## config.mk

```make
export PLATFORM = sky130hd
export DESIGN_NAME = bbl_burst_latency
export DESIGN_NICKNAME = d
export VERILOG_FILES = /design/src/rtl/bbl_burst_latency.v
export VERILOG_INCLUDE_DIRS = /design/src /design/src/rtl
export SDC_FILE = /design/constraint.sdc
export NUM_CORES = 1
export LEC_CHECK = 0
export BUFFER_PORTS_ARGS = -buffer_cell sky130_fd_sc_hd__buf_4
export CAP_MARGIN = 20
export CORE_ASPECT_RATIO = 1.25
export CORE_UTILIZATION = 50
export CTS_CLUSTER_DIAMETER = 150
export DETAILED_ROUTE_END_ITERATION = 10
export PLACE_DENSITY = 0.64
export SLEW_MARGIN = 20
export SYNTH_ARGS = -nofsm -noshare
export SYNTH_HDL_FRONTEND = slang
export SYNTH_SLANG_ARGS = --single-unit
```

## constraint.sdc

```tcl
create_clock -name clk -period 4.4 [get_ports clk]
set_input_delay 0.88 -clock clk [delete_from_list [all_inputs] [get_ports clk]]
set_output_delay 0.88 -clock clk [all_outputs]
set_load 0.05 [all_outputs]
```

## src/rtl/bbl_consts.vh

```
// Constants for the burst read boundary latency logic
`ifndef BBL_CONSTS_VH
`define BBL_CONSTS_VH
// Widths
`define BBL_ADDR_W        24
`define BBL_DATA_W        16
`define BBL_CODE_W        4
`define BBL_CNT_W         5
// Configuration field position in the address bus, reset and highest code
`define BBL_CFG_LSB       11
`define BBL_CFG_MSB       14
`define BBL_CODE_RST      4'hA
`define BBL_CODE_MAX      4'hA
// Latency arithmetic
`define BBL_LAT_BASE      5'h04
`define BBL_GROUP         5'h10
`define BBL_EXTRA_MAX     5'h0D
`define BBL_BOUND_LOW     4'hF
`define BBL_ZERO_ADDR     24'h000000
// Data buffer
`define BBL_FIFO_DEPTH    16
`define BBL_FIFO_AW       4
// Burst states
`define BBL_ST_IDLE       2'h0
`define BBL_ST_ADDR       2'h1
`define BBL_ST_LAT        2'h2
`define BBL_ST_DATA       2'h3
`endif

```

## src/rtl/bbl_burst_latency.v

```verilog
// Burst read timing with first word boundary wait insertion, plus its data FIFO
// Behaviour
// - Extra waits only at first boundary crossing
// - Extra count zero to thirteen, address and code
// - Code selects first data edge, 4th to 14th
// - Residue 15, code 0011: six extra cycles
// - Residue 15, code 0010: five extra cycles
// - Start residue is low four address bits
// - Boundary every 16 words, low bits ones
// - Address zero also counts as boundary
// - Code loaded from address bits 14 to 11
`timescale 1ns/1ps
`include "bbl_consts.vh"

module bbl_fifo #(
  parameter W     = `BBL_DATA_W,
  parameter DEPTH = `BBL_FIFO_DEPTH,
  parameter AW    = `BBL_FIFO_AW
) (
  // Clock and control
  input  wire          clk,
  input  wire          rst_n,
  input  wire          ce,
  input  wire          flush,
  // Filling side
  input  wire          inValid,
  output wire          inReady,
  input  wire [W-1:0]  inData,
  // Draining side
  output wire          outValid,
  input  wire          outReady,
  output wire [W-1:0]  outData
);
  reg [W-1:0]  mem [0:DEPTH-1];
  reg [AW-1:0] wrPtr_r;
  reg [AW-1:0] rdPtr_r;
  reg [AW:0]   count_r;
  wire         push;
  wire         pop;

  // Count tells full from empty when pointers meet
  assign inReady  = (count_r != DEPTH[AW:0]);
  assign outValid = (count_r != {(AW+1){1'b0}});
  assign outData  = mem[rdPtr_r];
  assign push     = inValid & inReady;
  assign pop      = outValid & outReady;

  // Storage write, no reset needed for data
  always @(posedge clk) begin
    if (ce && push) begin
      mem[wrPtr_r] <= inData;
    end
  end

  // Pointers and fill level
  always @(posedge clk) begin
    if (!rst_n) begin
      wrPtr_r <= {AW{1'b0}};
      rdPtr_r <= {AW{1'b0}};
      count_r <= {(AW+1){1'b0}};
    end else if (ce) begin
      if (flush) begin
        wrPtr_r <= {AW{1'b0}};
        rdPtr_r <= {AW{1'b0}};
        count_r <= {(AW+1){1'b0}};
      end else begin
        if (push) begin
          wrPtr_r <= wrPtr_r + 1'b1;
        end
        if (pop) begin
          rdPtr_r <= rdPtr_r + 1'b1;
        end
        if (push && !pop) begin
          count_r <= count_r + 1'b1;
        end else if (pop && !push) begin
          count_r <= count_r - 1'b1;
        end
      end
    end
  end
endmodule // bbl_fifo

module bbl_burst_latency #(
  parameter AW = `BBL_ADDR_W,
  parameter DW = `BBL_DATA_W
) (
  // Clock, reset, enable
  input  wire          clk,
  input  wire          rst_n,
  input  wire          ce,
  // Host pins
  input  wire          burstClkPin,
  input  wire          addressValidStrobe_n,
  input  wire          chipSel_n,
  input  wire          outEnable_n,
  input  wire          cfgLoad_n,
  input  wire [AW-1:0] addrPin,
  // Data and ready pins
  output reg  [DW-1:0] dqOut,
  output reg           dqOe,
  output reg           rdyOut,
  // Array read port
  output reg  [AW-1:0] arrAddr,
  output reg           arrReq,
  input  wire [DW-1:0] arrData,
  input  wire          arrValid,
  // Status
  output reg  [3:0]    latCode,
  output reg           waitActive
);
  // First data edge index after the strobe returns high
  function [4:0] firstEdge;
    input [3:0] code;
    begin
      if (code > `BBL_CODE_MAX) begin
        firstEdge = `BBL_LAT_BASE + {1'b0, `BBL_CODE_MAX};
      end else begin
        firstEdge = `BBL_LAT_BASE + {1'b0, code};
      end
    end
  endfunction

  // Extra waits: residue + edge - 16, floored at zero, capped at 13
  function [4:0] extraWaits;
    input [3:0] residue;
    input [3:0] code;
    reg   [5:0] sum;
    begin
      sum = {2'b00, residue} + {1'b0, firstEdge(code)};
      if (sum <= {1'b0, `BBL_GROUP}) begin
        extraWaits = 5'h00;
      end else if (sum[4:0] - `BBL_GROUP > `BBL_EXTRA_MAX) begin
        extraWaits = `BBL_EXTRA_MAX;
      end else begin
        extraWaits = sum[4:0] - `BBL_GROUP;
      end
    end
  endfunction

  // Pin synchronisers, two flops each
  reg [AW-1:0] addrS1_r, addrS2_r;
  reg [4:0]    ctlS1_r, ctlS2_r;
  reg          clkPrev_r;
  reg          cfgPrev_r;
  wire         clkS  = ctlS2_r[0];
  wire         strbS = ctlS2_r[1];
  wire         csS   = ctlS2_r[2];
  wire         oeS   = ctlS2_r[3];
  wire         cfgS  = ctlS2_r[4];
  wire         activeEdge = clkS & ~clkPrev_r;

  always @(posedge clk) begin
    if (!rst_n) begin
      addrS1_r  <= {AW{1'b0}};
      addrS2_r  <= {AW{1'b0}};
      ctlS1_r   <= 5'h1E;
      ctlS2_r   <= 5'h1E;
      clkPrev_r <= 1'b0;
      cfgPrev_r <= 1'b1;
    end else if (ce) begin
      addrS1_r  <= addrPin;
      addrS2_r  <= addrS1_r;
      ctlS1_r   <= {cfgLoad_n, outEnable_n, chipSel_n, addressValidStrobe_n, burstClkPin};
      ctlS2_r   <= ctlS1_r;
      clkPrev_r <= clkS;
      cfgPrev_r <= cfgS;
    end
  end

  // Configuration capture at the end of the load strobe
  always @(posedge clk) begin
    if (!rst_n) begin
      latCode <= `BBL_CODE_RST;
    end else if (ce && cfgS && !cfgPrev_r) begin
      latCode <= addrS2_r[`BBL_CFG_MSB:`BBL_CFG_LSB];
    end
  end

  // Burst sequencing state
  reg [1:0]    state_r;
  reg [4:0]    edgeCnt_r;
  reg [4:0]    waitCnt_r;
  reg [4:0]    extra_r;
  reg [4:0]    lat_r;
  reg [AW-1:0] outAddr_r;
  reg          firstDone_r;
  reg          flush_r;
  wire         fifoValid;
  wire         fifoInReady;
  wire [DW-1:0] fifoData;
  wire         inBurst    = (state_r == `BBL_ST_DATA);
  wire         popNow     = activeEdge & inBurst & (waitCnt_r == 5'h00) & fifoValid & ~csS;
  wire         firstNow   = (state_r == `BBL_ST_LAT) & activeEdge & strbS
                            & (edgeCnt_r + 5'h01 == lat_r);
  wire         popAny     = popNow | (firstNow & fifoValid);
  wire         atBoundary = (outAddr_r[3:0] == `BBL_BOUND_LOW);

  always @(posedge clk) begin
    if (!rst_n) begin
      state_r     <= `BBL_ST_IDLE;
      edgeCnt_r   <= 5'h00;
      waitCnt_r   <= 5'h00;
      extra_r     <= 5'h00;
      lat_r       <= `BBL_LAT_BASE;
      outAddr_r   <= {AW{1'b0}};
      firstDone_r <= 1'b0;
      flush_r     <= 1'b0;
      dqOut       <= {DW{1'b0}};
      rdyOut      <= 1'b0;
      waitActive  <= 1'b0;
    end else if (ce) begin
      flush_r <= 1'b0;
      if (csS) begin
        // Deselect ends any burst
        state_r    <= `BBL_ST_IDLE;
        rdyOut     <= 1'b0;
        waitActive <= 1'b0;
      end else if (activeEdge && !strbS) begin
        // Strobe low on an active edge starts a new burst
        state_r     <= `BBL_ST_ADDR;
        outAddr_r   <= addrS2_r;
        extra_r     <= extraWaits(addrS2_r[3:0], latCode);
        lat_r       <= firstEdge(latCode);
        firstDone_r <= (addrS2_r == `BBL_ZERO_ADDR);
        edgeCnt_r   <= 5'h00;
        waitCnt_r   <= 5'h00;
        flush_r     <= 1'b1;
        rdyOut      <= 1'b0;
        waitActive  <= 1'b0;
      end else begin
        case (state_r)
          `BBL_ST_IDLE: begin
            rdyOut <= 1'b0;
          end
          `BBL_ST_ADDR: begin
            // Strobe seen high: this edge is number one
            if (activeEdge) begin
              edgeCnt_r <= 5'h01;
              state_r   <= `BBL_ST_LAT;
            end
          end
          `BBL_ST_LAT: begin
            if (firstNow) begin
              state_r <= `BBL_ST_DATA;
            end else if (activeEdge) begin
              edgeCnt_r <= edgeCnt_r + 5'h01;
            end
          end
          `BBL_ST_DATA: begin
            if (activeEdge && waitCnt_r != 5'h00) begin
              waitCnt_r <= waitCnt_r - 5'h01;
            end
          end
          default: begin
            state_r <= `BBL_ST_IDLE;
          end
        endcase
        // Word presentation and first crossing wait load
        if (popAny) begin
          dqOut      <= fifoData;
          rdyOut     <= 1'b1;
          waitActive <= 1'b0;
          outAddr_r  <= outAddr_r + 1'b1;
          if (atBoundary && !firstDone_r) begin
            firstDone_r <= 1'b1;
            waitCnt_r   <= extra_r;
          end
        end else if (activeEdge && (inBurst || firstNow)) begin
          // Waiting on a crossing or on an empty buffer
          rdyOut     <= 1'b0;
          waitActive <= 1'b1;
        end
      end
    end
  end

  // Output enable follows the host output enable pin during data phase
  always @(posedge clk) begin
    if (!rst_n) begin
      dqOe <= 1'b0;
    end else if (ce) begin
      dqOe <= ~oeS & ~csS & inBurst;
    end
  end

  // Array prefetch; request drops a cycle after each word so stale data is never taken
  wire arrTake = arrReq & arrValid & fifoInReady & ~flush_r;

  always @(posedge clk) begin
    if (!rst_n) begin
      arrAddr <= {AW{1'b0}};
      arrReq  <= 1'b0;
    end else if (ce) begin
      if (flush_r) begin
        arrAddr <= outAddr_r;
        arrReq  <= 1'b0;
      end else if (arrTake) begin
        arrAddr <= arrAddr + 1'b1;
        arrReq  <= 1'b0;
      end else begin
        arrReq  <= (state_r != `BBL_ST_IDLE) & fifoInReady & ~csS;
      end
    end
  end

  // Data buffer; a slow host stalls prefetch through its ready
  bbl_fifo #(
    .W     (DW),
    .DEPTH (`BBL_FIFO_DEPTH),
    .AW    (`BBL_FIFO_AW)
  ) uFifo (
    .clk      (clk),
    .rst_n    (rst_n),
    .ce       (ce),
    .flush    (flush_r),
    .inValid  (arrTake),
    .inReady  (fifoInReady),
    .inData   (arrData),
    .outValid (fifoValid),
    .outReady (popAny),
    .outData  (fifoData)
  );
endmodule // bbl_burst_latency

```

# Yosys cells after proc, flatten, opt, wreduce, memory -nomap -nowiden
# Memories as Yosys holds them, arrays and structs flattened. A register that Yosys moved wholly into a read port is not among the register bits.
# Index checks and enable logic that the tools add are counted.
# totals
n_memories	1
output_inout_bits	48
regBits	153
elab_cells	169
ram_bits	256
# mem_list
memory	depth	width	read_ports	rd_clocked_by_memory_dff	wr	line	text
uFifo.mem	16	16	1	1	1	bbl_burst_latency.v:34	reg [W-1:0] mem [0:DEPTH-1];
# op_classes
eq_ne	11
mux	51
reduce_logical	45
bitwise	24
n_addsub	11
order_cmp	3
# ops
operator	count
$mux W24	4
$mux W5	19
$add A24 B1 Y24 const B	2
$logic_not A24 Y1	1
$and A1 B1 Y1	18
$mux W1	18
$mux W4	4
$reduce_bool A5 Y1	3
$reduce_and A2 Y1	7
$reduce_and A4 Y1	3
$reduce_bool A2 Y1	6
$add A5 B1 Y5 const B	2
$pmux W5 S2	1
$sub A5 B1 Y5 const B	2
$logic_and A1 B1 Y1	9
$add A4 B1 Y4 const B	2
$mux W2	4
$reduce_bool A4 Y1	2
$add A4 B5 Y6	1
$le A6 B5 Y1 const B	1
$logic_not A1 Y1	6
$ne A3 B2 Y1 const B	2
$reduce_and A3 Y1	2
$reduce_and A6 Y1	1
19 further kinds	25

# Logic depth before layout (Yosys ltp)
# logic_depth
word_depth	12
mapped_depth	13
ltp_nobuf	13

# By module
# A second synthesis with hierarchy kept.
# hier_totals
hier_cells	1423
area_unflattened_um2	18317.6
# by_module_without_submodules
module	area_per_inst_um2	cells_each	n_inst	seq_area_each_um2
bbl_fifo	10761.6	491	1	8027.7
bbl_burst_latency	7556.0	932	1	3123.0

# Worst setup path before layout
# No wires, ideal clock.
# synth_timing
kind	input-to-reg
from	in arrValid
to	mem uFifo.mem[11][0] (netlist name) (enable)
stages	6
setup_ps	413
slack_ps	1015
t_arrival_ps	2972
required_ps	3987
path_cell_list	nand2_1 > a21o_1 > clkbuf_1 > nor2_1 > nand2_1 > nor3b_1
# synth_via
elab_chain_cells	7
# synth_rtl
element	line	text
start: declaration	bbl_burst_latency.v:106	input wire arrValid,
$and A1 B1 Y1 (3 in series)	bbl_burst_latency.v:287	wire arrTake = arrReq & arrValid & fifoInReady & ~flush_r;
$and A1 B1 Y1	bbl_burst_latency.v:45	assign push = inValid & inReady;
$logic_and A1 B1 Y1	bbl_burst_latency.v:50	if (ce && push) begin
$mux W1	bbl_burst_latency.v:50	
$mux W1 (implied by the code)	bbl_burst_latency.v:51	mem[wrPtr_r] <= inData;
end: declaration	bbl_burst_latency.v:34	
# No other way between the ends.

# Worst setup path after layout
# layout_timing
from	reg edgeCnt_r[0]
to	reg uFifo.count_r[4]
# layout_via
elab_chain_cells	10
word_cells_on_any_way	13
# layout_rtl
element	line	text
start: declaration	bbl_burst_latency.v:181	reg [4:0] edgeCnt_r;
start signal: assignment	bbl_burst_latency.v:246	edgeCnt_r <= edgeCnt_r + 5'h01;
$add A5 B1 Y5 (*)	bbl_burst_latency.v:194	& (edgeCnt_r + 5'h01 == lat_r);
$eq A5 B5 Y1 (*)	bbl_burst_latency.v:194	
$and A1 B1 Y1 (*)	bbl_burst_latency.v:193	wire firstNow = (state_r == `BBL_ST_LAT) & activeEdge & strbS
$and A1 B1 Y1 (*)	bbl_burst_latency.v:195	wire popAny = popNow | (firstNow & fifoValid);
$or A1 B1 Y1 (*)	bbl_burst_latency.v:195	
$and A1 B1 Y1 (*)	bbl_burst_latency.v:46	assign pop = outValid & outReady;
$logic_not A1 Y1	bbl_burst_latency.v:73	if (push && !pop) begin
$logic_and A1 B1 Y1	bbl_burst_latency.v:73	
$reduce_bool A3 Y1 (no source line) / $mux W5 (equally long branches)	-	
$reduce_and A2 Y1 (no source line) / $mux W5 (equally long branches)	-	
end signal: assignment	bbl_burst_latency.v:65	count_r <= {(AW+1){1'b0}};
end signal: assignment	bbl_burst_latency.v:74	count_r <= count_r + 1'b1;
end signal: assignment	bbl_burst_latency.v:76	count_r <= count_r - 1'b1;
end: declaration	bbl_burst_latency.v:37	reg [AW:0] count_r;
# Every way passes the cells marked *; elsewhere a longest branch is shown, timed or not.
# A chain may end at the register's enable or synchronous reset.

==> summary.txt <==
Global routing
  – Vias in the first global route: 11700
  – Sum of overflow across all layers after global routing: 0
  – Wire length of the first global-routing pass: 67100 um
  – Overall global routing resource usage: 24.0%
  – Initial antenna violation count: 0
  – Maximum number of pins on one net before global-route repair: 74

Synthesis
  – Portion of the post-synthesis area used by sequential elements: 61.1%
  – Warning count from the yosys run: 0
  – Most common flop cell mapped by yosys: sky130_fd_sc_hd__edfxtp_1
  – Proportion of register bits with asynchronous set or reset after synthesis: 0%
  – Post-Syn Nets: 1452
  – Cell area after technology mapping: 0.0181 mm2
  – Count of state elements after synthesis: 425
  – Number of enable-type register cells in the synthesized netlist: 256
  – Library cells used by synthesis: 74
  – Mean cell area of the mapped netlist: 13.1 um2
  – Number of instances in the synthesized netlist: 1383

CTS
  – CTS Hold Buffers Added: 0
  – Number of gates resized after cts: 0
  – Clock-pin slew on the worst setup and hold paths: 60 ps
  – Count of buffers added by post-CTS timing repair for setup: 0
  – Depth of the CTS H-tree: 2
  – Number of clock sinks seen by CTS: 425
  – CTS tree: built
  – Longest Clk Path Bufs: 3
  – Clock Tree Root: sky130_fd_sc_hd__clkbuf_16
  – Worst-Skew Late Latency: 550 ps
  – CTS Buf Count: 43

Drt
  – DRT iter0 DRCs: 865
  – First-pass iteration count of the detailed router: 5
  – DRC violations left: 0
  – Wirelength, routed: 43200 um
  – Routed via count: 11800
  – Avg Vias per Cell: 5.94
  – Antenna-violating nets left: 0
  – Routed wire length per instance: 21.8 um

Power
  – Power per unit of standard cell area: 402 mW/mm2
  – Switching power: 1.75 mW
  – Sw Share: 20.8%
  – Internal power summed over all cells: 6.66 mW
  – Design Power: 8.42 mW
  – Highest ir drop seen on vdd: 356 uV
  – Leakage component of the power: 7.16 nW
  – Power share of the sequential group: 51.0%
  – Relative contribution of combinational cells to total power: 3.3%
  – Share of power burned in the clock network: 45.6%

Critical path
  – Required time worst endpoint: 4840 ps
  – Setup crit end kind: flip-flop
  – Critical Setup Path Class: reg2reg
  – CP Max Fanout: 6
  – Cell class contributing the biggest share of worst-path delay: compound AO/OA/AOI/OAI gates
  – Worst path slowest cell: sky130_fd_sc_hd__fa_1
  – Number of buffers and inverters on the critical path: 0
  – Series of cell instances along the critical path: ha_1 > and3b_1 > o221ai_1 > a211oi_1 > o21ai_1 > nand2_1 > fa_1 > a21o_1 > a21oi_1 > xor2_1 > nor3_1 > o2bb2ai_1 > a22o_1
  – WP data arrival: 4160 ps
  – Peak per-stage delay on the critical path: 470 ps
  – Critical path startpoint category: flip-flop

Layout
  – Commonest cells after routing, fill and taps aside: sky130_fd_sc_hd__edfxtp_1, sky130_fd_sc_hd__dfxtp_1, sky130_fd_sc_hd__buf_4
  – Fraction of final layout cells sized beyond drive strength 1: 20.3%
  – Diode count: 0
  – Number of nets in the finished design: 1544
  – Area growth from synthesis to layout: 15.5%
  – Most common library cell in the layout ignoring fill and taps: sky130_fd_sc_hd__edfxtp_1

Timing
  – Setup TNS: 0 ps
  – Final period demand of the worst path: 3710 ps
  – Peak Freq: 269 MHz
  – Worst clock skew on the final layout: 12.0 ps
  – Final cycle utilization of the critical path: 84.4%
  – Least-Margin Pin Slew: 1100 ps
  – Pins Over Slew Limit: 0
  – Unrepaired setup endpoints after global routing: false
  – Total count of hold-check failures in the final report: 0
  – Count of final setup violators: 0
  – Rel. slew slack: 26.8%

Die
  – Initial core utilization: 50.9%
  – Ports placed on the boundary: 97
  – Count of standard-cell rows: 77
  – Floorplan die area: 0.0370 mm2
  – Vertical extent of the die: 215 um
  – Die outline width: 172 um
  – Core outline area: 0.0356 mm2

Run
  – Max_cap viols: 0

Placed design
  – Post-DP HPWL: 27200 um
  – Gpl congestion: 0.845
  – Count of input and output buffers: 96

Worst hold path
  – Tightest Hold Check Type: reg2reg

Run status
  – Result of the run: completed
[routing by layer]
metal | track usage (%) | routed length, um | vias to the layer above | share of wire, %
met1 | 29.5 | 17300 | 5885 | 40
met2 | 41.8 | 22400 | 300 | 52
met3 | 3.59 | 1850 | 97 | 4.3
li1 | - | - | 5499 | -
met5 | 0 | 0 | - | 0
met4 | 9.71 | 1580 | 0 | 3.7
[area by class of cell]
cell class / instances / area (um2)
clock buffers: 60 / 1260
clock inverters: 20 / 246
fillers: 2780 / 14600
inverters: 19 / 73.8
multi-input cells: 858 / 6680
flip-flops and latches: 425 / 11100
well taps: 474 / 593
repair buffers: 128 / 986
[sequential cells by signal, indices dropped and copies added (netlist names), 16 cells and up]
register   cells
uFifo.mem    256
addrS1_r      24
addrS2_r      24
arrAddr       24
outAddr_r     24
dqOut         16
[per-stage QoR]
stage          hold slack [ps]  instances  worst slack (ps)  cell area, um2  utilization (%)
6_report                   454       1984               686           20900             58.8
3_3_place_gp               442       1904               839           19400             54.6
2_1_floorplan              432       1383              1020           18100                -
5_1_grt                    467       1984               399           20900             58.8
3_5_place_dp               447       1904               737           19400             54.6
4_1_cts                    456       1984               726           20900             58.8
[cell usage after synthesis (5+ instances only)]
cell type	count	share of area (%)
sky130_fd_sc_hd__buf_1	11	0.23
sky130_fd_sc_hd__a22o_1	10	0.48
sky130_fd_sc_hd__clkbuf_1	62	1.3
sky130_fd_sc_hd__mux2i_1	76	4.2
sky130_fd_sc_hd__or3_1	12	0.41
sky130_fd_sc_hd__and3_1	17	0.59
sky130_fd_sc_hd__nor4_1	14	0.48
sky130_fd_sc_hd__nor2_1	116	2.4
sky130_fd_sc_hd__nand4_1	16	0.55
sky130_fd_sc_hd__dfxtp_1	169	19
sky130_fd_sc_hd__mux4_2	80	9.9
sky130_fd_sc_hd__a21o_1	9	0.37
sky130_fd_sc_hd__nor3_1	18	0.50
sky130_fd_sc_hd__and4_1	8	0.39
sky130_fd_sc_hd__inv_1	17	0.35
sky130_fd_sc_hd__o21ai_0	47	1.3
sky130_fd_sc_hd__a211oi_1	9	0.37
sky130_fd_sc_hd__ha_1	18	1.2
sky130_fd_sc_hd__xor2_1	7	0.34
sky130_fd_sc_hd__buf_2	8	0.22
sky130_fd_sc_hd__o211ai_1	6	0.25
sky130_fd_sc_hd__o31ai_1	14	0.58
sky130_fd_sc_hd__and2_1	13	0.45
sky130_fd_sc_hd__a22oi_1	13	0.54
sky130_fd_sc_hd__edfxtp_1	256	42
sky130_fd_sc_hd__o21a_1	16	0.66
sky130_fd_sc_hd__a21oi_1	80	2.2
sky130_fd_sc_hd__nand3_1	37	1.0
sky130_fd_sc_hd__a31oi_1	10	0.35
sky130_fd_sc_hd__nand2b_1	8	0.28
sky130_fd_sc_hd__nand2_1	114	2.4
sky130_fd_sc_hd__or4_1	8	0.33
sky130_fd_sc_hd__o2bb2ai_1	5	0.24
sky130_fd_sc_hd__o22ai_1	8	0.28
sky130_fd_sc_hd__xnor2_1	5	0.24
[cell families after synthesis]
| group | count (synthesis) | synth area share, % |
|---|---|---|
| flops | 425 | 61.1 |
| simple gates | 402 | 10.7 |
| compound gates | 266 | 9.73 |
| mux | 158 | 14.3 |
| buf+inv | 100 | 2.13 |
| fa+ha+maj | 20 | 1.46 |
| xor+xnor | 12 | 0.580 |
[worst reg2reg max path, cell delays in order (launching register included)]
cell                        delay (ps)
sky130_fd_sc_hd__dfxtp_1           350
sky130_fd_sc_hd__ha_1              290
sky130_fd_sc_hd__and3b_1           190
sky130_fd_sc_hd__o221ai_1          390
sky130_fd_sc_hd__a211oi_1          230
sky130_fd_sc_hd__o21ai_1           430
sky130_fd_sc_hd__nand2_1           270
sky130_fd_sc_hd__fa_1              470
sky130_fd_sc_hd__a21o_1            190
sky130_fd_sc_hd__a21oi_1           170
sky130_fd_sc_hd__xor2_1            200
sky130_fd_sc_hd__nor3_1             70
sky130_fd_sc_hd__o2bb2ai_1         160
sky130_fd_sc_hd__a22o_1            200
[path summary, 6_finish.rpt]
check,startpoint,end,slack [ps],cells past startpoint
setup / recovery,edgeCnt_r[0],uFifo.count_r[4],690,13
hold / removal,dqOut[15],dqOut[15],450,2
hold reg to reg,dqOut[15],dqOut[15],450,2
setup reg to reg,edgeCnt_r[0],uFifo.count_r[4],690,13
[power groups by stage]
stage | Sequential, mW | Combinational (mW) | Clock, mW
6_report | 4.29 | 0.280 | 3.84
5_1_grt | 4.30 | 0.306 | 4.07
2_1_floorplan | 4.40 | 0.136 | 0
3_5_place_dp | 4.38 | 0.282 | 0
4_1_cts | 4.29 | 0.283 | 3.91
3_3_place_gp | 4.38 | 0.276 | 0
(Power assumes the default switching activity.)
